## src/lookup_pkg.sv

```systemverilog
// shared constants and types for the lookup engine control block
package lookup_pkg;

  // register indices as printed; byte address is four times the index
  localparam logic [11:0] CTRL1_IDX = 12'h0311;
  localparam logic [11:0] CTRL2_IDX = 12'h0312;
  localparam logic [11:0] INST_IDX  = 12'h03f0;
  localparam logic [11:0] CTRL1_ADDR = {CTRL1_IDX[9:0], 2'b00};
  localparam logic [11:0] CTRL2_ADDR = {CTRL2_IDX[9:0], 2'b00};
  localparam logic [11:0] INST_ADDR  = {INST_IDX[9:0], 2'b00};

  // control one bit positions
  localparam int unsigned BIT_LEARN_DIS  = 7;
  localparam int unsigned BIT_SELF_FILT  = 6;
  localparam int unsigned BIT_FLUSH_ALL  = 5;
  localparam int unsigned BIT_FLUSH_INST = 4;
  localparam int unsigned BIT_MC_FWD     = 3;
  localparam int unsigned BIT_AGE_EN     = 2;
  localparam int unsigned BIT_FAST_AGE   = 1;
  localparam int unsigned BIT_LINK_FLUSH = 0;

  // control two flush option field
  localparam int unsigned FLUSH_OPT_LSB = 2;

  localparam logic [7:0] CTRL1_RST = 8'h0c;
  localparam logic [7:0] CTRL2_RST = 8'h00;
  localparam logic [7:0] INST_RST  = 8'h00;

  localparam logic [1:0] FLUSH_NONE = 2'h0;
  localparam logic [1:0] FLUSH_DYN  = 2'h1;
  localparam logic [1:0] FLUSH_STAT = 2'h2;
  localparam logic [1:0] FLUSH_BOTH = 2'h3;

  localparam logic [1:0] RESP_OKAY   = 2'h0;
  localparam logic [1:0] RESP_SLVERR = 2'h2;

  typedef enum logic [1:0] {SCOPE_ALL, SCOPE_INST, SCOPE_PORT} flush_scope_e;
  typedef enum logic [1:0] {SEL_NONE, SEL_CTRL1, SEL_CTRL2, SEL_INST} reg_sel_e;

endpackage
```

## src/flush_if.sv

```systemverilog
// request and status carrier between control logic and the flush walker
`timescale 1ns/1ps
interface flush_if #(
  parameter int unsigned PORT_W = 2,
  parameter int unsigned INST_W = 3
);
  import lookup_pkg::*;
  logic               start;
  flush_scope_e       scope;
  logic [1:0]         option;
  logic [PORT_W-1:0]  port;
  logic [INST_W-1:0]  inst;
  logic               done;

  modport ctl (output start, scope, option, port, inst, input done);
  modport eng (input start, scope, option, port, inst, output done);
endinterface

```

## src/flush_walker.sv

```systemverilog
// walks every lookup table index once per flush request whose option is not 00
`timescale 1ns/1ps
module flush_walker #(
  parameter int unsigned TABLE_DEPTH = 1024,
  parameter int unsigned PORT_W      = 2,
  parameter int unsigned INST_W      = 3,
  parameter int unsigned IDX_W       = $clog2(TABLE_DEPTH)
) (
  input  wire logic                      aclk,
  input  wire logic                      aresetn,
  flush_if.eng                           fi,
  output logic                           tbl_flush_valid,
  output logic [IDX_W-1:0]               tbl_flush_index,
  output logic                           tbl_flush_dynamic,
  output logic                           tbl_flush_static,
  output lookup_pkg::flush_scope_e       tbl_flush_scope,
  output logic [PORT_W-1:0]              tbl_flush_port,
  output logic [INST_W-1:0]              tbl_flush_inst
);
  import lookup_pkg::*;

  typedef enum logic {W_IDLE, W_WALK} walk_e;

  localparam logic [IDX_W-1:0] LAST_IDX = IDX_W'(TABLE_DEPTH - 1);

  walk_e              st_r, st_nxt;
  logic [IDX_W-1:0]   idx_r, idx_nxt;
  logic [1:0]         opt_r, opt_nxt;
  flush_scope_e       scope_r, scope_nxt;
  logic [PORT_W-1:0]  port_r, port_nxt;
  logic [INST_W-1:0]  inst_r, inst_nxt;
  logic               done_r, done_nxt;

  always_comb begin
    st_nxt    = st_r;
    idx_nxt   = idx_r;
    opt_nxt   = opt_r;
    scope_nxt = scope_r;
    port_nxt  = port_r;
    inst_nxt  = inst_r;
    done_nxt  = 1'b0;
    unique case (st_r)
      W_IDLE: begin
        if (fi.start) begin
          scope_nxt = fi.scope;
          port_nxt  = fi.port;
          inst_nxt  = fi.inst;
          opt_nxt   = fi.option;
          idx_nxt   = '0;
          // option 00 removes nothing, so it finishes at once
          if (fi.option == FLUSH_NONE) begin
            done_nxt = 1'b1;
          end else begin
            st_nxt = W_WALK;
          end
        end
      end
      W_WALK: begin
        if (idx_r == LAST_IDX) begin
          st_nxt   = W_IDLE;
          done_nxt = 1'b1;
        end else begin
          idx_nxt = idx_r + 1'b1;
        end
      end
    endcase
  end

  always_ff @(posedge aclk) begin
    if (!aresetn) begin
      st_r    <= W_IDLE;
      idx_r   <= '0;
      opt_r   <= FLUSH_NONE;
      scope_r <= SCOPE_ALL;
      port_r  <= '0;
      inst_r  <= '0;
      done_r  <= 1'b0;
    end else begin
      st_r    <= st_nxt;
      idx_r   <= idx_nxt;
      opt_r   <= opt_nxt;
      scope_r <= scope_nxt;
      port_r  <= port_nxt;
      inst_r  <= inst_nxt;
      done_r  <= done_nxt;
    end
  end

  assign fi.done           = done_r;
  assign tbl_flush_valid   = (st_r == W_WALK);
  assign tbl_flush_index   = idx_r;
  // only the lookup table is walked; static table has no port here
  assign tbl_flush_dynamic = opt_r[0];
  assign tbl_flush_static  = opt_r[1];
  assign tbl_flush_scope   = scope_r;
  assign tbl_flush_port    = port_r;
  assign tbl_flush_inst    = inst_r;
endmodule

```

## src/lookup_engine_control_one.sv

```systemverilog
// lookup engine control one register, flush sequencing and frame verdicts
// Overview of operation
// - while bit 7 is set no unicast source address is learned; clear after reset.
// - with self filtering in force a frame whose source equals the switch address is dropped.
// - self filtering acts only on ports with their enable set and global bit 6 set.
// - writing 1 to self-clearing bit 5 starts a flush of the whole lookup table; it reads 0 normally.
// - the whole table flush never touches the separate static address table.
// - writing 1 to self-clearing bit 4 flushes only entries of the selected spanning-tree instance.
// - both flushes take the flush option field of control two to pick dynamic, static or both.
// - option 01 is dynamic, 10 static, 11 both, 00 no flush or finished.
// - bit 3 clear drops frames with a multicast source; set, the reset value, forwards them.
// - bit 2 set, the reset value, enables aging; clear suspends all aging.
// - bit 1 set selects fast aging; clear, the reset value, keeps the normal rate.
// - with bit 0 set a port whose link goes down has its dynamic entries flushed; clear after reset.
`timescale 1ns/1ps
module lookup_engine_control_one #(
  parameter int unsigned NPORTS      = 4,
  parameter int unsigned TABLE_DEPTH = 1024,
  parameter int unsigned INST_W      = 3,
  parameter int unsigned PORT_W      = (NPORTS > 1) ? $clog2(NPORTS) : 1,
  parameter int unsigned IDX_W       = $clog2(TABLE_DEPTH)
) (
  input  wire logic                  aclk,
  input  wire logic                  aresetn,
  input  wire logic [11:0]           s_axi_awaddr,
  input  wire logic                  s_axi_awvalid,
  output logic                       s_axi_awready,
  input  wire logic [31:0]           s_axi_wdata,
  input  wire logic [3:0]            s_axi_wstrb,
  input  wire logic                  s_axi_wvalid,
  output logic                       s_axi_wready,
  output logic [1:0]                 s_axi_bresp,
  output logic                       s_axi_bvalid,
  input  wire logic                  s_axi_bready,
  input  wire logic [11:0]           s_axi_araddr,
  input  wire logic                  s_axi_arvalid,
  output logic                       s_axi_arready,
  output logic [31:0]                s_axi_rdata,
  output logic [1:0]                 s_axi_rresp,
  output logic                       s_axi_rvalid,
  input  wire logic                  s_axi_rready,
  input  wire logic [47:0]           self_mac,
  input  wire logic [NPORTS-1:0]     port_self_filter_en,
  input  wire logic [NPORTS-1:0]     link_up,
  input  wire logic                  rx_valid,
  input  wire logic [PORT_W-1:0]     rx_port,
  input  wire logic [47:0]           rx_src_mac,
  output logic                       rx_verdict_valid,
  output logic                       rx_drop,
  output logic                       rx_learn,
  output logic                       aging_enable,
  output logic                       fast_aging,
  output logic                       tbl_flush_valid,
  output logic [IDX_W-1:0]           tbl_flush_index,
  output logic                       tbl_flush_dynamic,
  output logic                       tbl_flush_static,
  output lookup_pkg::flush_scope_e   tbl_flush_scope,
  output logic [PORT_W-1:0]          tbl_flush_port,
  output logic [INST_W-1:0]          tbl_flush_inst
);
  import lookup_pkg::*;
  function automatic reg_sel_e reg_decode(input logic [11:0] addr);
    logic [11:0] word;
    word = {addr[11:2], 2'b00};
    return (word == CTRL1_ADDR) ? SEL_CTRL1 :
           (word == CTRL2_ADDR) ? SEL_CTRL2 :
           (word == INST_ADDR)  ? SEL_INST  : SEL_NONE;
  endfunction
  // bus slave state
  logic               aw_hold_r, aw_hold_nxt;
  logic [11:0]        aw_addr_r, aw_addr_nxt;
  logic               w_hold_r, w_hold_nxt;
  logic [7:0]         w_data_r, w_data_nxt;
  logic               w_lane_r, w_lane_nxt;
  logic               bvalid_r, bvalid_nxt;
  logic [1:0]         bresp_r, bresp_nxt;
  logic               rvalid_r, rvalid_nxt;
  logic [31:0]        rdata_r, rdata_nxt;
  logic [1:0]         rresp_r, rresp_nxt;
  logic               wr_fire;
  reg_sel_e           wr_sel;
  // control state
  logic [7:0]         ctrl1_r, ctrl1_nxt;
  logic [7:0]         ctrl2_r, ctrl2_nxt;
  logic [INST_W-1:0]  inst_r, inst_nxt;
  logic               pend_all_r, pend_all_nxt;
  logic               pend_inst_r, pend_inst_nxt;
  logic [NPORTS-1:0]  pend_port_r, pend_port_nxt;
  logic               run_r, run_nxt;
  flush_scope_e       run_scope_r, run_scope_nxt;
  logic [PORT_W-1:0]  run_port_r, run_port_nxt;
  logic [7:0]         ctrl1_view;
  // link state
  logic [NPORTS-1:0]  link_s1_r, link_s2_r, link_last_r;
  logic [NPORTS-1:0]  link_down;
  // frame verdict state
  logic               rx_done_r, rx_done_nxt;
  logic               rx_drop_r, rx_drop_nxt;
  logic               rx_learn_r, rx_learn_nxt;
  flush_if #(.PORT_W(PORT_W), .INST_W(INST_W)) fi ();
  assign s_axi_awready = !aw_hold_r && !bvalid_r;
  assign s_axi_wready  = !w_hold_r && !bvalid_r;
  assign s_axi_arready = !rvalid_r;
  assign wr_fire       = aw_hold_r && w_hold_r && !bvalid_r;
  assign wr_sel        = reg_decode(aw_addr_r);
  // triggers show their pending state, which holds until the walk ends
  assign ctrl1_view = {ctrl1_r[7:6], pend_all_r, pend_inst_r, ctrl1_r[3:0]};
  always_comb begin
    aw_hold_nxt = aw_hold_r;
    aw_addr_nxt = aw_addr_r;
    w_hold_nxt  = w_hold_r;
    w_data_nxt  = w_data_r;
    w_lane_nxt  = w_lane_r;
    bvalid_nxt  = bvalid_r;
    bresp_nxt   = bresp_r;
    rvalid_nxt  = rvalid_r;
    rdata_nxt   = rdata_r;
    rresp_nxt   = rresp_r;
    if (s_axi_awvalid && s_axi_awready) begin
      aw_hold_nxt = 1'b1;
      aw_addr_nxt = s_axi_awaddr;
    end
    if (s_axi_wvalid && s_axi_wready) begin
      w_hold_nxt = 1'b1;
      w_data_nxt = s_axi_wdata[7:0];
      w_lane_nxt = s_axi_wstrb[0];
    end
    if (wr_fire) begin
      aw_hold_nxt = 1'b0;
      w_hold_nxt  = 1'b0;
      bvalid_nxt  = 1'b1;
      bresp_nxt   = (wr_sel == SEL_NONE) ? RESP_SLVERR : RESP_OKAY;
    end else if (bvalid_r && s_axi_bready) begin
      bvalid_nxt = 1'b0;
    end
    if (s_axi_arvalid && s_axi_arready) begin
      rvalid_nxt = 1'b1;
      rresp_nxt  = RESP_OKAY;
      unique case (reg_decode(s_axi_araddr))
        SEL_CTRL1: rdata_nxt = {24'h00_0000, ctrl1_view};
        SEL_CTRL2: rdata_nxt = {24'h00_0000, ctrl2_r};
        SEL_INST:  rdata_nxt = {{(32 - INST_W){1'b0}}, inst_r};
        SEL_NONE: begin
          rdata_nxt = 32'h0000_0000;
          rresp_nxt = RESP_SLVERR;
        end
      endcase
    end else if (rvalid_r && s_axi_rready) begin
      rvalid_nxt = 1'b0;
    end
  end
  always_ff @(posedge aclk) begin
    if (!aresetn) begin
      aw_hold_r <= 1'b0;
      aw_addr_r <= 12'h000;
      w_hold_r  <= 1'b0;
      w_data_r  <= 8'h00;
      w_lane_r  <= 1'b0;
      bvalid_r  <= 1'b0;
      bresp_r   <= RESP_OKAY;
      rvalid_r  <= 1'b0;
      rdata_r   <= 32'h0000_0000;
      rresp_r   <= RESP_OKAY;
    end else begin
      aw_hold_r <= aw_hold_nxt;
      aw_addr_r <= aw_addr_nxt;
      w_hold_r  <= w_hold_nxt;
      w_data_r  <= w_data_nxt;
      w_lane_r  <= w_lane_nxt;
      bvalid_r  <= bvalid_nxt;
      bresp_r   <= bresp_nxt;
      rvalid_r  <= rvalid_nxt;
      rdata_r   <= rdata_nxt;
      rresp_r   <= rresp_nxt;
    end
  end
  // link status comes from the phys, so it is resynchronised first
  always_ff @(posedge aclk) begin
    if (!aresetn) begin
      link_s1_r   <= '0;
      link_s2_r   <= '0;
      link_last_r <= '0;
    end else begin
      link_s1_r   <= link_up;
      link_s2_r   <= link_s1_r;
      link_last_r <= link_s2_r;
    end
  end
  assign link_down = link_last_r & ~link_s2_r;
  // one flush runs at a time: whole table, then instance, then lowest port
  always_comb begin
    ctrl1_nxt     = ctrl1_r;
    ctrl2_nxt     = ctrl2_r;
    inst_nxt      = inst_r;
    pend_all_nxt  = pend_all_r;
    pend_inst_nxt = pend_inst_r;
    pend_port_nxt = pend_port_r;
    run_nxt       = run_r;
    run_scope_nxt = run_scope_r;
    run_port_nxt  = run_port_r;
    fi.start      = 1'b0;
    fi.scope      = SCOPE_ALL;
    fi.option     = ctrl2_r[FLUSH_OPT_LSB +: 2];
    fi.port       = '0;
    fi.inst       = inst_r;
    if (run_r && fi.done) begin
      run_nxt = 1'b0;
      unique case (run_scope_r)
        SCOPE_ALL:  pend_all_nxt = 1'b0;
        SCOPE_INST: pend_inst_nxt = 1'b0;
        SCOPE_PORT: pend_port_nxt[run_port_r] = 1'b0;
      endcase
    end else if (!run_r) begin
      if (pend_all_r) begin
        fi.start = 1'b1;
        fi.scope = SCOPE_ALL;
      end else if (pend_inst_r) begin
        fi.start = 1'b1;
        fi.scope = SCOPE_INST;
      end else if (|pend_port_r) begin
        fi.start  = 1'b1;
        fi.scope  = SCOPE_PORT;
        fi.option = FLUSH_DYN;
        for (int i = NPORTS - 1; i >= 0; i--) begin
          if (pend_port_r[i]) begin
            fi.port = PORT_W'(i);
          end
        end
      end
      run_nxt       = fi.start;
      run_scope_nxt = fi.scope;
      run_port_nxt  = fi.port;
    end
    // a new link loss wins over the clear of the same port
    if (ctrl1_r[BIT_LINK_FLUSH]) begin
      pend_port_nxt = pend_port_nxt | link_down;
    end
    if (wr_fire && w_lane_r) begin
      unique case (wr_sel)
        SEL_CTRL1: begin
          ctrl1_nxt = w_data_r & ~(8'h01 << BIT_FLUSH_ALL) & ~(8'h01 << BIT_FLUSH_INST);
          // a 1 written while a flush of the same kind runs is absorbed by that flush, except in the cycle its done arrives, which queues another
          if (w_data_r[BIT_FLUSH_ALL]) begin
            pend_all_nxt = 1'b1;
          end
          if (w_data_r[BIT_FLUSH_INST]) begin
            pend_inst_nxt = 1'b1;
          end
        end
        SEL_CTRL2: ctrl2_nxt = w_data_r;
        SEL_INST:  inst_nxt = w_data_r[INST_W-1:0];
        SEL_NONE: begin
        end
      endcase
    end
  end
  always_ff @(posedge aclk) begin
    if (!aresetn) begin
      ctrl1_r     <= CTRL1_RST;
      ctrl2_r     <= CTRL2_RST;
      inst_r      <= INST_RST[INST_W-1:0];
      pend_all_r  <= 1'b0;
      pend_inst_r <= 1'b0;
      pend_port_r <= '0;
      run_r       <= 1'b0;
      run_scope_r <= SCOPE_ALL;
      run_port_r  <= '0;
    end else begin
      ctrl1_r     <= ctrl1_nxt;
      ctrl2_r     <= ctrl2_nxt;
      inst_r      <= inst_nxt;
      pend_all_r  <= pend_all_nxt;
      pend_inst_r <= pend_inst_nxt;
      pend_port_r <= pend_port_nxt;
      run_r       <= run_nxt;
      run_scope_r <= run_scope_nxt;
      run_port_r  <= run_port_nxt;
    end
  end
  flush_walker #(
    .TABLE_DEPTH (TABLE_DEPTH),
    .PORT_W      (PORT_W),
    .INST_W      (INST_W),
    .IDX_W       (IDX_W)
  ) u_walker (
    .aclk              (aclk),
    .aresetn           (aresetn),
    .fi                (fi),
    .tbl_flush_valid   (tbl_flush_valid),
    .tbl_flush_index   (tbl_flush_index),
    .tbl_flush_dynamic (tbl_flush_dynamic),
    .tbl_flush_static  (tbl_flush_static),
    .tbl_flush_scope   (tbl_flush_scope),
    .tbl_flush_port    (tbl_flush_port),
    .tbl_flush_inst    (tbl_flush_inst)
  );
  // frame verdict one cycle after the source address is offered
  always_comb begin
    logic self_hit;
    logic mc_src;
    self_hit = 1'b0;
    mc_src   = rx_src_mac[40];
    if (ctrl1_r[BIT_SELF_FILT] && port_self_filter_en[rx_port]) begin
      self_hit = (rx_src_mac == self_mac);
    end
    rx_done_nxt  = rx_valid;
    rx_drop_nxt  = self_hit || (mc_src && !ctrl1_r[BIT_MC_FWD]);
    rx_learn_nxt = rx_valid && !ctrl1_r[BIT_LEARN_DIS] && !mc_src && !rx_drop_nxt;
  end

  always_ff @(posedge aclk) begin
    if (!aresetn) begin
      rx_done_r  <= 1'b0;
      rx_drop_r  <= 1'b0;
      rx_learn_r <= 1'b0;
    end else begin
      rx_done_r  <= rx_done_nxt;
      rx_drop_r  <= rx_drop_nxt;
      rx_learn_r <= rx_learn_nxt;
    end
  end
  assign rx_verdict_valid = rx_done_r;
  assign rx_drop          = rx_drop_r;
  assign rx_learn         = rx_learn_r;
  assign aging_enable     = ctrl1_r[BIT_AGE_EN];
  assign fast_aging       = ctrl1_r[BIT_FAST_AGE];
  assign s_axi_bvalid = bvalid_r;
  assign s_axi_bresp  = bresp_r;
  assign s_axi_rvalid = rvalid_r;
  assign s_axi_rdata  = rdata_r;
  assign s_axi_rresp  = rresp_r;
endmodule

```

## config.mk

```make
export PLATFORM = sky130hd
export DESIGN_NAME = lookup_engine_control_one
export DESIGN_NICKNAME = d
export VERILOG_FILES = /design/src/lookup_pkg.sv /design/src/flush_if.sv /design/src/flush_walker.sv /design/src/lookup_engine_control_one.sv
export SDC_FILE = /design/constraint.sdc
export NUM_CORES = 1
export LEC_CHECK = 0
export ABC_AREA = 1
export BUFFER_PORTS_ARGS = -buffer_cell sky130_fd_sc_hd__buf_4
export CAP_MARGIN = 20
export CORE_MARGIN = 2
export CORE_UTILIZATION = 23
export DETAILED_ROUTE_END_ITERATION = 10
export REMOVE_ABC_BUFFERS = 1
export SYNTH_ARGS = -nofsm -noshare
export SYNTH_HDL_FRONTEND = slang
export SYNTH_SLANG_ARGS = --single-unit
export TNS_END_PERCENT = 1
```

## constraint.sdc

```tcl
create_clock -name aclk -period 1.89 [get_ports aclk]
set_clock_uncertainty 0.2 [all_clocks]
set_input_delay 0.189 -clock aclk [delete_from_list [all_inputs] [get_ports aclk]]
set_output_delay 0.189 -clock aclk [all_outputs]
set_load 0.01 [all_outputs]
```

## Yosys cells after proc, flatten, opt, wreduce, memory -nomap -nowiden

Index checks and enable logic that the tools add are counted.

- Bitwise gates (word level): 9
- $add $sub $neg: 1
- Magnitude comparators: 3
- Reductions and logical operators: 41
- Equal/unequal tests: 18
- Mux-type cells: 67

Operators by type and width:

| cell | number |
|---|---|
| one-hot mux 32 bit (4 select lines) | 1 |
| equality test 10 bit, second input constant | 7 |
| two-way mux 2 bit | 27 |
| equality test 48 bit | 1 |
| two-way mux 1 bit | 29 |
| two-way mux 10 bit | 2 |
| one-hot mux 10 bit (2 select lines) | 1 |
| logical AND 1 bit | 17 |
| two-way mux 4 bit | 3 |
| AND reduction 2 bit | 6 |
| adder 10 x 1 -> 10 bit, second input constant | 1 |
| equality test 2 bit, second input constant | 5 |
| AND 4 bit | 2 |
| zero test 1 bit | 8 |
| zero test 2 bit | 4 |
| inverter 4 bit | 2 |
| equality test 2 x 1 -> 1 bit, second input constant | 3 |
| < comparator 2 x 3 -> 1 bit, second input constant | 2 |
| inequality test 2 bit, second input constant | 2 |
| inverter 1 bit | 4 |
| bitwise OR 4 bit | 1 |
| one-hot mux 1 bit (2 select lines) | 2 |
| nonzero test 2 bit | 2 |
| OR reduction 2 bit | 2 |
| 5 further kinds | 5 |

- Register bits after elaboration: 125
- Word-level logic and storage cells: 171

## Logic depth before layout (Yosys ltp)

Gate-level depths: netlist of run 1.

- Word-level depth: 10
- Mapped depth: 11
- Mapped depth without buffers: 11

## Hierarchy

From an unflattened synthesis of run 1, not the netlist that was laid out.

- Cells, all modules: 826
- Area, all modules: 5281.3 µm²

By module, submodules not included:

| module | area each (µm²) | cells each | times used | seq. area each (µm²) |
|---|---|---|---|---|
| lookup_engine_control_one | 4274.1 | 683 | 1 | 1521.5 |
| flush_walker | 1007.2 | 143 | 1 | 420.4 |

## Worst setup path before layout of run 1

OpenSTA, ideal clock, no wires.

- Path type: register to register
- From: register u_walker.idx_r[0] (netlist: u_walker.tbl_flush_index[0])
- To: register u_walker.idx_r[9] (netlist: u_walker.tbl_flush_index[9])
- Data arrival time: 1506 ps
- Cell stages (with the launch flop): 11
- Library setup time: 67 ps
- Setup slack: 117 ps
- Path buffers: 1
- Path through: dfxtp_1 > ha_1 > nand3_2 > nor2_2 > nand3_2 > nor2_2 > nand2_2 > nand2_4 > buf_8 > nand3_1 > a21oi_2

- Longest elaborated chain between the ends: 3
- Elaborated cells on any way between the ends: 6

RTL lines:

| what | line | source |
|---|---|---|
| start, declared | flush_walker.sv:27 | `logic [IDX_W-1:0] idx_r, idx_nxt;` |
| start signal, assigned | flush_walker.sv:80 | `idx_r <= idx_nxt;` |
| adder 10 x 1 -> 10 bit / equality test 10 bit (equally long branches) | flush_walker.sv:63, flush_walker.sv:59 |  |
| two-way mux 10 bit / inequality test 2 bit (equally long branches) | -- |  |
| one-hot mux 10 bit (2 select lines) / AND reduction 2 bit (equally long branches) | -- |  |

Parallel ways exist; a longest one is shown, timed or not. The select of a mux whose other input is x is not followed.
A chain may end at the register's enable or synchronous reset.

## Final worst setup path of run 1

- From: register bvalid_r (netlist: s_axi_bvalid)
- To: register w_lane_r

- Longest elaborated chain between the ends: 3

RTL lines:

| what | line | source |
|---|---|---|
| start, declared | lookup_engine_control_one.sv:75 | `logic bvalid_r, bvalid_nxt;` |
| start signal, assigned | lookup_engine_control_one.sv:170 | `bvalid_r <= bvalid_nxt;` |
| zero test 1 bit | lookup_engine_control_one.sv:102 | `assign s_axi_wready = !w_hold_r && !bvalid_r;` |
| logical AND 1 bit | lookup_engine_control_one.sv:102 |  |
| logical AND 1 bit | lookup_engine_control_one.sv:123 | `if (s_axi_wvalid && s_axi_wready) begin` |
| end signal, assigned | lookup_engine_control_one.sv:169 | `w_lane_r <= w_lane_nxt;` |
| end, declared | lookup_engine_control_one.sv:74 | `logic w_lane_r, w_lane_nxt;` |

Every way passes these cells.

==> metrics.md, run 1 <==
| Metric | Value |
|---|---|
| Status | finished, final reports clean |
| Die area | about 24000 µm² |
| Hpwl dp | around 12 mm |
| Synth warnings | 0 |
| Post-Place Worst Slack | between 0.08 and 0.09 ns |
| Top post-synthesis cells by area | dfxtp_1 (38%), nand2_1 (16%), inv_1 (10%) |
| Initial antenna violation count | 0 |
| Sw frac | 25.7% |
| Logic gate share of total power | between 15 and 20% |
| CP arrival | around 1.8 ns |
| Drt first pass iters | 5 |
| Max Slew Vio Count | 0 |
| Fin Setup TNS | 0 ns |
| Switching pwr | 1180 µW |
| First-pass GRT wire length | about 24 mm |
| CTS Buffer Depth | 2 |
| Finished Cell Area | about 7400 µm² |
| Crit end category | flop |
| DRC Markers | 0 |
| Met1 WL | 7.31 mm |
| Internal | 3400 µW |
| Ports | between 200 and 250 |
| Wire length on met3 | about 730 µm |
| Clock power share | 36.7% |
| Fillers | roughly 2400 |
| Nets | ~1200 |
| CTS sink cnt | between 90 and 100 |
| Number of synthesized flops with an enable pin | 0 |
| CTS tree | done |
| H-Tree Depth | 3 |
| FP Rows | 54 |
| Port Buffer Count | 182 |
| Main flop type after synthesis | dfxtp_1 |
| Skew-Pair Late Insertion Delay | 0.35 ns |
| Starting density of the core | a little under a quarter |
| Placed Instance Area | 6800 µm² |
| Final Hold Viols | 0 |
| Asr flop ratio synth | 0% |
| Worst hold path class | in -> reg |
| Final Setup Violations | 0 |
| Sequential Power Share | roughly 47% |
| Peak VDD IR | ~430 µV |
| Syn avg cell area | between 6 and 7 µm² |
| PwrDens | 616 nW/µm² |
| Vias in the first global route | about 5000 |
| Wire length per cell | 11.1 µm |
| Die Ht | 154 µm |
| Crit-path slowest cell | dlygate4sd3_1 |
| Share of cells above drive strength 1 | between 20% and 30% |
| Clock transition at the registers of the reported paths | about 0.070 ns |
| Total track usage | between 10% and 20% |
| Crit start category | flop |
| Area Growth Syn to Fin | 44.4% |
| Routability cong. | between 0.8 and 0.9 |
| Max Used Layer | met4 |
| WL met2 | 6.52 mm |
| Final period util | about 95% |
| CP cell instances | nor2_2, nand2_1, buf_4, o21ai_0, dlygate4sd3_1, nor2_1 |
| Chip width | between 150 and 200 µm |
| Sequential area share after synthesis | roughly 38% |
| Via density | around 4.0 |
| Iteration-0 DRC Markers | ~250 |
| Synth cell types | 34 |
| Core area | about 22000 µm² |
| Number of routed nets with antenna violations | 0 |
| Grt ovf | 0 |
| Post-Synthesis Cells | 829 |
| Post-synthesis register bit count | 97 |
| DR vias | approximately 5400 |
| Max frequency | about 0.56 GHz |
| Final Critical Period | approximately 1.8 ns |
| Largest area contributor in the netlist | dfxtp_1 |
| Top-area cell type share of the netlist area | between 30 and 40% |
| Crit Path Max Fanout | 10 |
| Leak Pwr | 0.00388 µW |
| CTS Root Cell | clkbuf_16 |
| Cell area after synthesis | roughly 5100 µm² |
| Setup CP Type | reg -> reg |
| Pin count of the biggest net entering global routing | 40 |
| Max cap viols | 0 |
| Max incr delay on CP | about 0.57 ns |
| CP Data Required Time | ~1.9 ns |
| CTS buffer count | 9 |
| Worst Slack Setup Final | 0.0969 ns |
| WL final | about 15 mm |
| Antenna cells | 0 |
flip-flops by register name, indices dropped and copies added (netlist names), 2 cells and up:
signal / count
aw_addr_r: 10
u_walker.tbl_flush_index: 10
ctrl2_r: 8
s_axi_rdata: 8
w_data_r: 8
ctrl1_r: 6
link_last_r: 4
link_s1_r: 4
link_s2_r: 4
pend_port_r: 4
fi.inst: 3
u_walker.tbl_flush_inst: 3
run_port_r: 2
run_scope_r: 2
u_walker.opt_r: 2
u_walker.tbl_flush_port: 2
u_walker.tbl_flush_scope: 2
stage by stage:
step	std cells	hold WS [ns]	total power [µW]	utilization (%)
2_1_floorplan	810	0.0736	2500	-
3_3_place_gp	1289	0.170	2870	31.1
3_5_place_dp	1289	0.175	2890	31.1
4_1_cts	1335	0.114	4620	33.7
5_1_grt	1337	0.151	4820	33.9
6_report	1337	0.129	4570	33.9
critical path, delay by kind of cell (launching register included):
kind / cells / cell delay, ns
flip-flops: 1 / 0.35
AO/OA/AOI/OAI: 1 / 0.14
AND/OR/NAND/NOR: 3 / 0.25
buffers and inverters: 2 / 0.75
cells in the final DEF, fill, tap and decap left out, drive strengths merged, types with 6 or more instances in the layout:
| cell | n |
|---|---|
| nand2 | 225 |
| dfxtp | 97 |
| inv | 143 |
| nand4 | 7 |
| o21ai | 57 |
| dlygate4sd3 | 30 |
| nand3b | 6 |
| a21oi | 45 |
| buf | 201 |
| nor2 | 138 |
| clkbuf | 12 |
| conb | 26 |
| nand3 | 43 |
final cells by class:
| cell class | count | area (µm²) | area share (%) |
|---|---|---|---|
| clock buffer | 12 | 236 | 3.18 |
| clock inverter | 4 | 30.0 | 0.404 |
| inverter | 145 | 547 | 7.36 |
| multi-input combinational | 568 | 2500 | 33.6 |
| sequential | 97 | 1950 | 26.2 |
| tap | 280 | 350 | 4.72 |
| timing repair buffer | 231 | 1820 | 24.5 |
synth_stat cells, types with 5 or more instances:
library cell / n
nand4_1: 7
nand3_1: 40
a21oi_1: 43
clkbuf_1: 13
nor2_1: 135
buf_4: 27
o21ai_0: 57
dfxtp_1: 97
nand3b_1: 6
inv_1: 141
nand2_1: 223
nor3_1: 5
repair_timing:
action,in CTS,in global routing
endpoints found under the hold margin,30,0
setup buffers,0,2
setup endpoints to repair,0,14
gates resized for setup,0,13
hold buffers,30,0
per-layer routing:
layer / vias to the layer above / GRT usage (%)
li1: 2927 / -
met1: 2309 / 17.4
met2: 133 / 19.5
met3: 21 / 2.71
met4: 0 / 3.76
met5: - / 0
final timing paths:
check,from,to,slack (ns),cells past startpoint
worst max register to register,s_axi_bvalid$_SDFFE_PN0P_,w_lane_r$_SDFFE_PN0P_,0.1,6
worst min register to register,link_s1_r[0]$_SDFF_PN0_,link_s2_r[0]$_SDFF_PN0_,0.21,2
worst max-delay path,s_axi_bvalid$_SDFFE_PN0P_,w_lane_r$_SDFFE_PN0P_,0.1,6
worst min-delay path,s_axi_araddr[2],s_axi_rdata[1]$_SDFFE_PN0P_,0.13,6
power groups by stage:
| stage | Clock (µW) | Sequential [µW] | Combinational (µW) |
|---|---|---|---|
| 2_1_floorplan | 0 | 2200 | 299 |
| 3_3_place_gp | 0 | 2200 | 670 |
| 3_5_place_dp | 0 | 2210 | 681 |
| 4_1_cts | 1720 | 2160 | 735 |
| 5_1_grt | 1820 | 2170 | 839 |
| 6_report | 1680 | 2160 | 736 |
logic make-up after synthesis:
| logic type | Yosys count | synth area share [%] |
|---|---|---|
| xor gates and xnor gates | 2 | 0.341 |
| other | 1 | 0.0729 |
| AOI/OAI and AO/OA | 112 | 11.5 |
| adders and majority gates | 1 | 0.243 |
| DFF | 97 | 37.8 |
| buffers and inverters | 189 | 16.2 |
| and+or+nand+nor | 427 | 33.9 |
No activity file was read; power rests on OpenSTA's default activity.
==> inputs of run 2 (changes only) <==
- REMOVE_ABC_BUFFERS: 1 -> default
==> run 2 against run 1 <==
  * Largest cell class unchanged
  * Non-clock buffer count stayed put
  * Core utilization barely moved
  * Critical path type unchanged
  * Highest routed layer unchanged
  * Die area did not move
==> metrics.md, run 2 (synthesis results as in run 1) <==
| Metric | Value |
|---|---|
| Status | finished, final reports clean |
| Iteration-0 DRC Markers | 300 |
| FP Rows | 54 |
| Nets | ~1200 |
| Number of routed nets with antenna violations | 0 |
| CP cell instances | ha_2, nand3_2, nor2_4, nand3_4, nor2_4, nand2_2, nand2_4, inv_1, o21ai_0, nor2_1 |
| RSZ-0062 raised after global routing | yes |
| Drt first pass iters | 4 |
| Core area | about 22000 µm² |
| Crit Path Max Fanout | 6 |
| CTS sink cnt | 97 |
| Leak Pwr | 0.00388 µW |
| Final Setup Violations | 0 |
| PwrDens | just over 600 nW/µm² |
| Pin count of the biggest net entering global routing | 44 |
| Register cell area after layout | just under 2000 µm² |
| DRC Markers | 0 |
| First-pass GRT wire length | roughly 24 mm |
| Area Growth Syn to Fin | 44.2% |
| Clock transition at the registers of the reported paths | about 0.070 ns |
| Area occupied by multi-input gates | approximately 2500 µm² |
| Crit-path slowest cell | dfxtp_2 |
| CTS Buffer Depth | 2 |
| Hpwl dp | ~12 mm |
| Chip width | 154 µm |
| Finished Layout Cells | approximately 1300 |
| Crit end category | flop |
| Wire length per cell | between 10 and 15 µm |
| Most frequent cells in the layout | nand2_1 (223), buf_4 (202), inv_1 (140) |
| Ports | 240 |
| Final Critical Period | between 1.5 and 2 ns |
| Via density | between 4 and 5 |
| Die area | between 20000 and 25000 µm² |
| Starting density of the core | 23.5% |
| Critical path buffers and inverters | 1 |
| Inst Count DP | approximately 1300 |
| Setup CP Type | reg -> reg |
| Final Hold Viols | 0 |
| Most used cell, CP | nor2_4 |
| Final period util | 96.6% |
| CTS Root Cell | clkbuf_16 |
| CP Data Required Time | roughly 1.9 ns |
| Commonest non-fill, non-tap cell in the layout | nand2_1 |
| Peak VDD IR | around 440 µV |
| Skew-Pair Late Insertion Delay | 0.34 ns |
| Die Ht | around 150 µm |
| Worst hold slack | 0.120 ns |
| Fin Setup TNS | 0 ns |
| CTS buffer count | 9 |
| Crit-path leading delay family | simple AND/OR/NAND/NOR gates |
| Worst hold path class | in -> reg |
| Max frequency | 0.548 GHz |
| DR vias | ~5400 |
| Share of cells above drive strength 1 | approximately 22% |
| Max cap viols | 0 |
| Crit start category | flop |
| Initial antenna violation count | 0 |
| Antenna cells | 0 |
| Total track usage | between 10 and 15% |
| Design Power | roughly 4600 µW |
| Vias in the first global route | between 5000 and 6000 |
| CTS tree | done |
| Fillers | 2392 |
| H-Tree Depth | 3 |
| Routability cong. | 0.822 |
| Max Slew Vio Count | 0 |
| CP arrival | roughly 1.9 ns |
| Max incr delay on CP | between 0.3 and 0.4 ns |
| WL final | 15.0 mm |
| Port Buffer Count | 182 |
| Grt ovf | 0 |
==> run 2: per-stage QoR <==
stage	area, µm²	worst slack (ns)	utilization, %
floorplan	5240	0.117	-
global placement	6800	0.109	31.1
detailed placement	6800	0.0629	31.1
CTS	7360	0.0460	33.6
global route	7420	-0.0977	33.9
finish	7420	0.0648	33.9
==> run 2: worst paths after layout <==
path                                                  from                                  endpoint  slack [ns]  depth (start not counted)
setup / recovery  u_walker.tbl_flush_index[1]$_SDFFE_PN0P_  u_walker.tbl_flush_index[0]$_SDFFE_PN0P_        0.06                         10
hold / removal                             s_axi_araddr[2]               s_axi_rdata[2]$_SDFFE_PN0P_        0.12                          6
setup reg to reg  u_walker.tbl_flush_index[1]$_SDFFE_PN0P_  u_walker.tbl_flush_index[0]$_SDFFE_PN0P_        0.06                         10
hold reg to reg                    link_s1_r[0]$_SDFF_PN0_                   link_s2_r[0]$_SDFF_PN0_        0.21                          2
==> run 2: final cells by class <==
type                    instances  share of cell area [%]
inverters                     145                    7.34
clock inverters                 5                   0.540
clock buffers                  10                    3.22
flip-flops and latches         97                    26.2
well taps                     280                    4.72
multi-input cells             568                    33.5
repair buffers                231                    24.5
==> run 2: where the power goes <==
part	internal, µW	total (µW)	switching [µW]
combinational	379	730	351
sequential	2110	2160	44.6
clock	933	1720	787
==> run 2: worst min-delay path, delay by kind of cell <==
kind                   cells  cell delay (ns)
AOI/OAI and AO/OA          1             0.05
buffers and inverters      1             0.09
and+or+nand+nor            4             0.28
==> run 2: what timing repair did <==
item / in CTS / in global routing
hold buffers: 28 / 0
gates resized for setup: 0 / 8
endpoints found under the setup margin: 0 / 13
hold endpoints to repair: 31 / 0
setup buffers: 0 / 4
==> run 2: routing by layer <==
metal | vias to the layer above | GRT usage (%) | wire [µm]
li1 | 2924 | - | -
met1 | 2343 | 16.3 | 6900
met2 | 158 | 20.8 | 7000
met3 | 6 | 3.47 | 1050
met4 | 0 | 2.53 | 55
met5 | - | 0 | 0
==> inputs of run 3 (changes only) <==
- CORE_MARGIN: 2 -> default
- CTS_BUF_LIST: default -> sky130_fd_sc_hd__clkbuf_8
==> run 3 against run 2 <==
  * First-iteration DRC count down 45%
  * Critical path type unchanged
  * Clock power down 22%
  * Core utilization fell by 0.39 points
  * Critical path depth stayed put
==> metrics.md, run 3 (synthesis results as in run 1) <==
| Metric | Value |
|---|---|
| Status | finished, final reports clean |
| Hold depth | 6 |
| Area Growth Syn to Fin | 42.6% |
| Antenna cells | 0 |
| Setup CP Type | reg -> reg |
| Layer with the highest usage | met2 |
| Peak VDD IR | roughly 460 µV |
| Initial antenna violation count | 0 |
| CTS Root Cell | clkbuf_8 |
| DR vias | 5337 |
| Crit Path Max Fanout | 5 |
| Clock transition at the registers of the reported paths | around 0.11 ns |
| FP Rows | 54 |
| Routability cong. | 0.820 |
| Drt first pass iters | 4 |
| DRC Markers | 0 |
| Fillers | between 2000 and 2500 |
| Hold Path Sink | s_axi_rdata[0]$_SDFFE_PN0P_ |
| Ports | 240 |
| Reg2reg path depth | 10 |
| Starting density of the core | a little under a quarter |
| Nets | 1223 |
| Max Slew Vio Count | 0 |
| R2r startpoint | u_walker.tbl_flush_index[0]$_SDFFE_PN0P_ |
| Met1 Track Usage GR | 15.4% |
| Via density | ~4.0 |
| Commonest non-fill, non-tap cell in the layout | nand2_1 |
| Grt ovf | 0 |
| CP arrival | around 1.8 ns |
| RR Endpoint | u_walker.tbl_flush_index[0]$_SDFFE_PN0P_ |
| Port Buffer Count | roughly 180 |
| WL final | around 15 mm |
| Met3 Usage GRT | 3.41% |
| Final Setup Violations | 0 |
| Area occupied by multi-input gates | 2490 µm² |
| Most frequent cells in the layout | nand2_1 (223), buf_4 (196), inv_1 (141) |
| CTS sink cnt | 97 |
| RSZ-0062 raised after global routing | no |
| Design Power | around 4200 µW |
| Leak Pwr | 0.00383 µW |
| Iteration-0 DRC Markers | approximately 170 |
| PwrDens | just under 600 nW/µm² |
| Core area | between 20000 and 25000 µm² |
| Register cell area after layout | approximately 2000 µm² |
| CTS tree | done |
| CTS Buffer Depth | 2 |
| Fin Setup TNS | 0 ns |
| Die Ht | 152 µm |
| Number of routed nets with antenna violations | 0 |
| Max cap viols | 0 |
| CTS buffer count | 9 |
| Vias in the first global route | 4880 |
| H-Tree Depth | 3 |
| Pin count of the biggest net entering global routing | 56 |
| Final Critical Period | ~1.7 ns |
| Crit start category | flop |
| Share of cells above drive strength 1 | between 20 and 25% |
| Chip width | around 150 µm |
| Total track usage | about 13% |
| Final Hold Viols | 0 |
| Hpwl dp | about 12 mm |
| Final period util | between 90% and 100% |
| HP Start | s_axi_araddr[2] |
| M2 GR Usage | 21.7% |
| First-pass GRT wire length | roughly 23 mm |
| Crit end category | flop |
| CP Data Required Time | approximately 2 ns |
| Wire length per cell | approximately 11 µm |
| Worst hold path class | in -> reg |
| Skew-Pair Late Insertion Delay | about 0.37 ns |
| Max frequency | about 0.57 GHz |
| Reg2reg setup slack | roughly 0.15 ns |
| Die area | 23000 µm² |
## run 3: cell types whose count changed in the layout (fill, tap and decap cells not counted), moves of 2 or more
cell / previous run / this run
clkbuf_16: 9 / 0
buf_4: 202 / 196
clkbuf_8: 1 / 10
inv_2: 3 / 1
## run 3: worst max-delay path by stage
stage / start / end / slack (ns) / cells past startpoint
2_1_floorplan: u_walker.tbl_flush_index[0]$_SDFFE_PN0P_ / u_walker.tbl_flush_index[9]$_SDFFE_PN0P_ / 0.12 / 10
3_3_place_gp: u_walker.tbl_flush_index[0]$_SDFFE_PN0P_ / u_walker.tbl_flush_index[7]$_SDFFE_PN0P_ / 0.1 / 12
3_5_place_dp: u_walker.tbl_flush_index[0]$_SDFFE_PN0P_ / u_walker.tbl_flush_index[9]$_SDFFE_PN0P_ / 0.07 / 10
4_1_cts: u_walker.tbl_flush_index[0]$_SDFFE_PN0P_ / u_walker.tbl_flush_index[9]$_SDFFE_PN0P_ / 0.05 / 10
5_1_grt: u_walker.tbl_flush_index[0]$_SDFFE_PN0P_ / u_walker.tbl_flush_index[9]$_SDFFE_PN0P_ / 0.02 / 9
6_report: u_walker.tbl_flush_index[0]$_SDFFE_PN0P_ / u_walker.tbl_flush_index[0]$_SDFFE_PN0P_ / 0.15 / 10
## run 3: worst max-delay path, cell delays in order, from the launching register on
cell     delay, ns
dfxtp_2       0.36
ha_4          0.15
nand3_4       0.09
nor2_4        0.10
nand3_2       0.09
nor2_2        0.15
nand2_2       0.09
nand2_4       0.09
inv_1         0.10
o21ai_0       0.16
nor2_1        0.05
## run 3: metal layers
layer  share of wire (%)  wire (µm)  vias to the layer above
li1                    -          -                     2917
met1                  46       6750                     2257
met2                  45       6620                      144
met3                 6.6        972                       19
met4                 1.9        277                        0
met5                   0          0                        -
## run 3: through the flow
step	instances	hold slack, ns	util (%)	worst slack [ns]	instance area, µm²
global placement	1289	0.178	31.1	0.0970	6820
CTS	1333	0.0707	33.3	0.0494	7290
finish	1333	0.0825	33.5	0.149	7330
floorplan	854	0.0866	-	0.117	5240
detailed placement	1289	0.178	31.1	0.0675	6820
global route	1333	0.103	33.5	0.0204	7330
## run 3: layout make-up
class	count	share of cell area [%]
multi-input cells	568	34.0
flip-flops and latches	97	26.5
repair buffers	227	24.6
inverters	145	7.45
well taps	280	4.78
clock buffers	10	1.88
clock inverters	6	0.802
## run 3: timing repair
item                                    CTS  global route
hold endpoints to repair                 28             0
resized for setup                         0             9
endpoints found under the setup margin    0            16
buffers inserted                          0             0
hold buffers                             28             0
## run 3: where the power goes
part           switching [µW]  internal, µW  leakage (µW)
Clock                     798           545      0.000102
Combinational             350           382       0.00294
Sequential               44.1          2110      0.000791
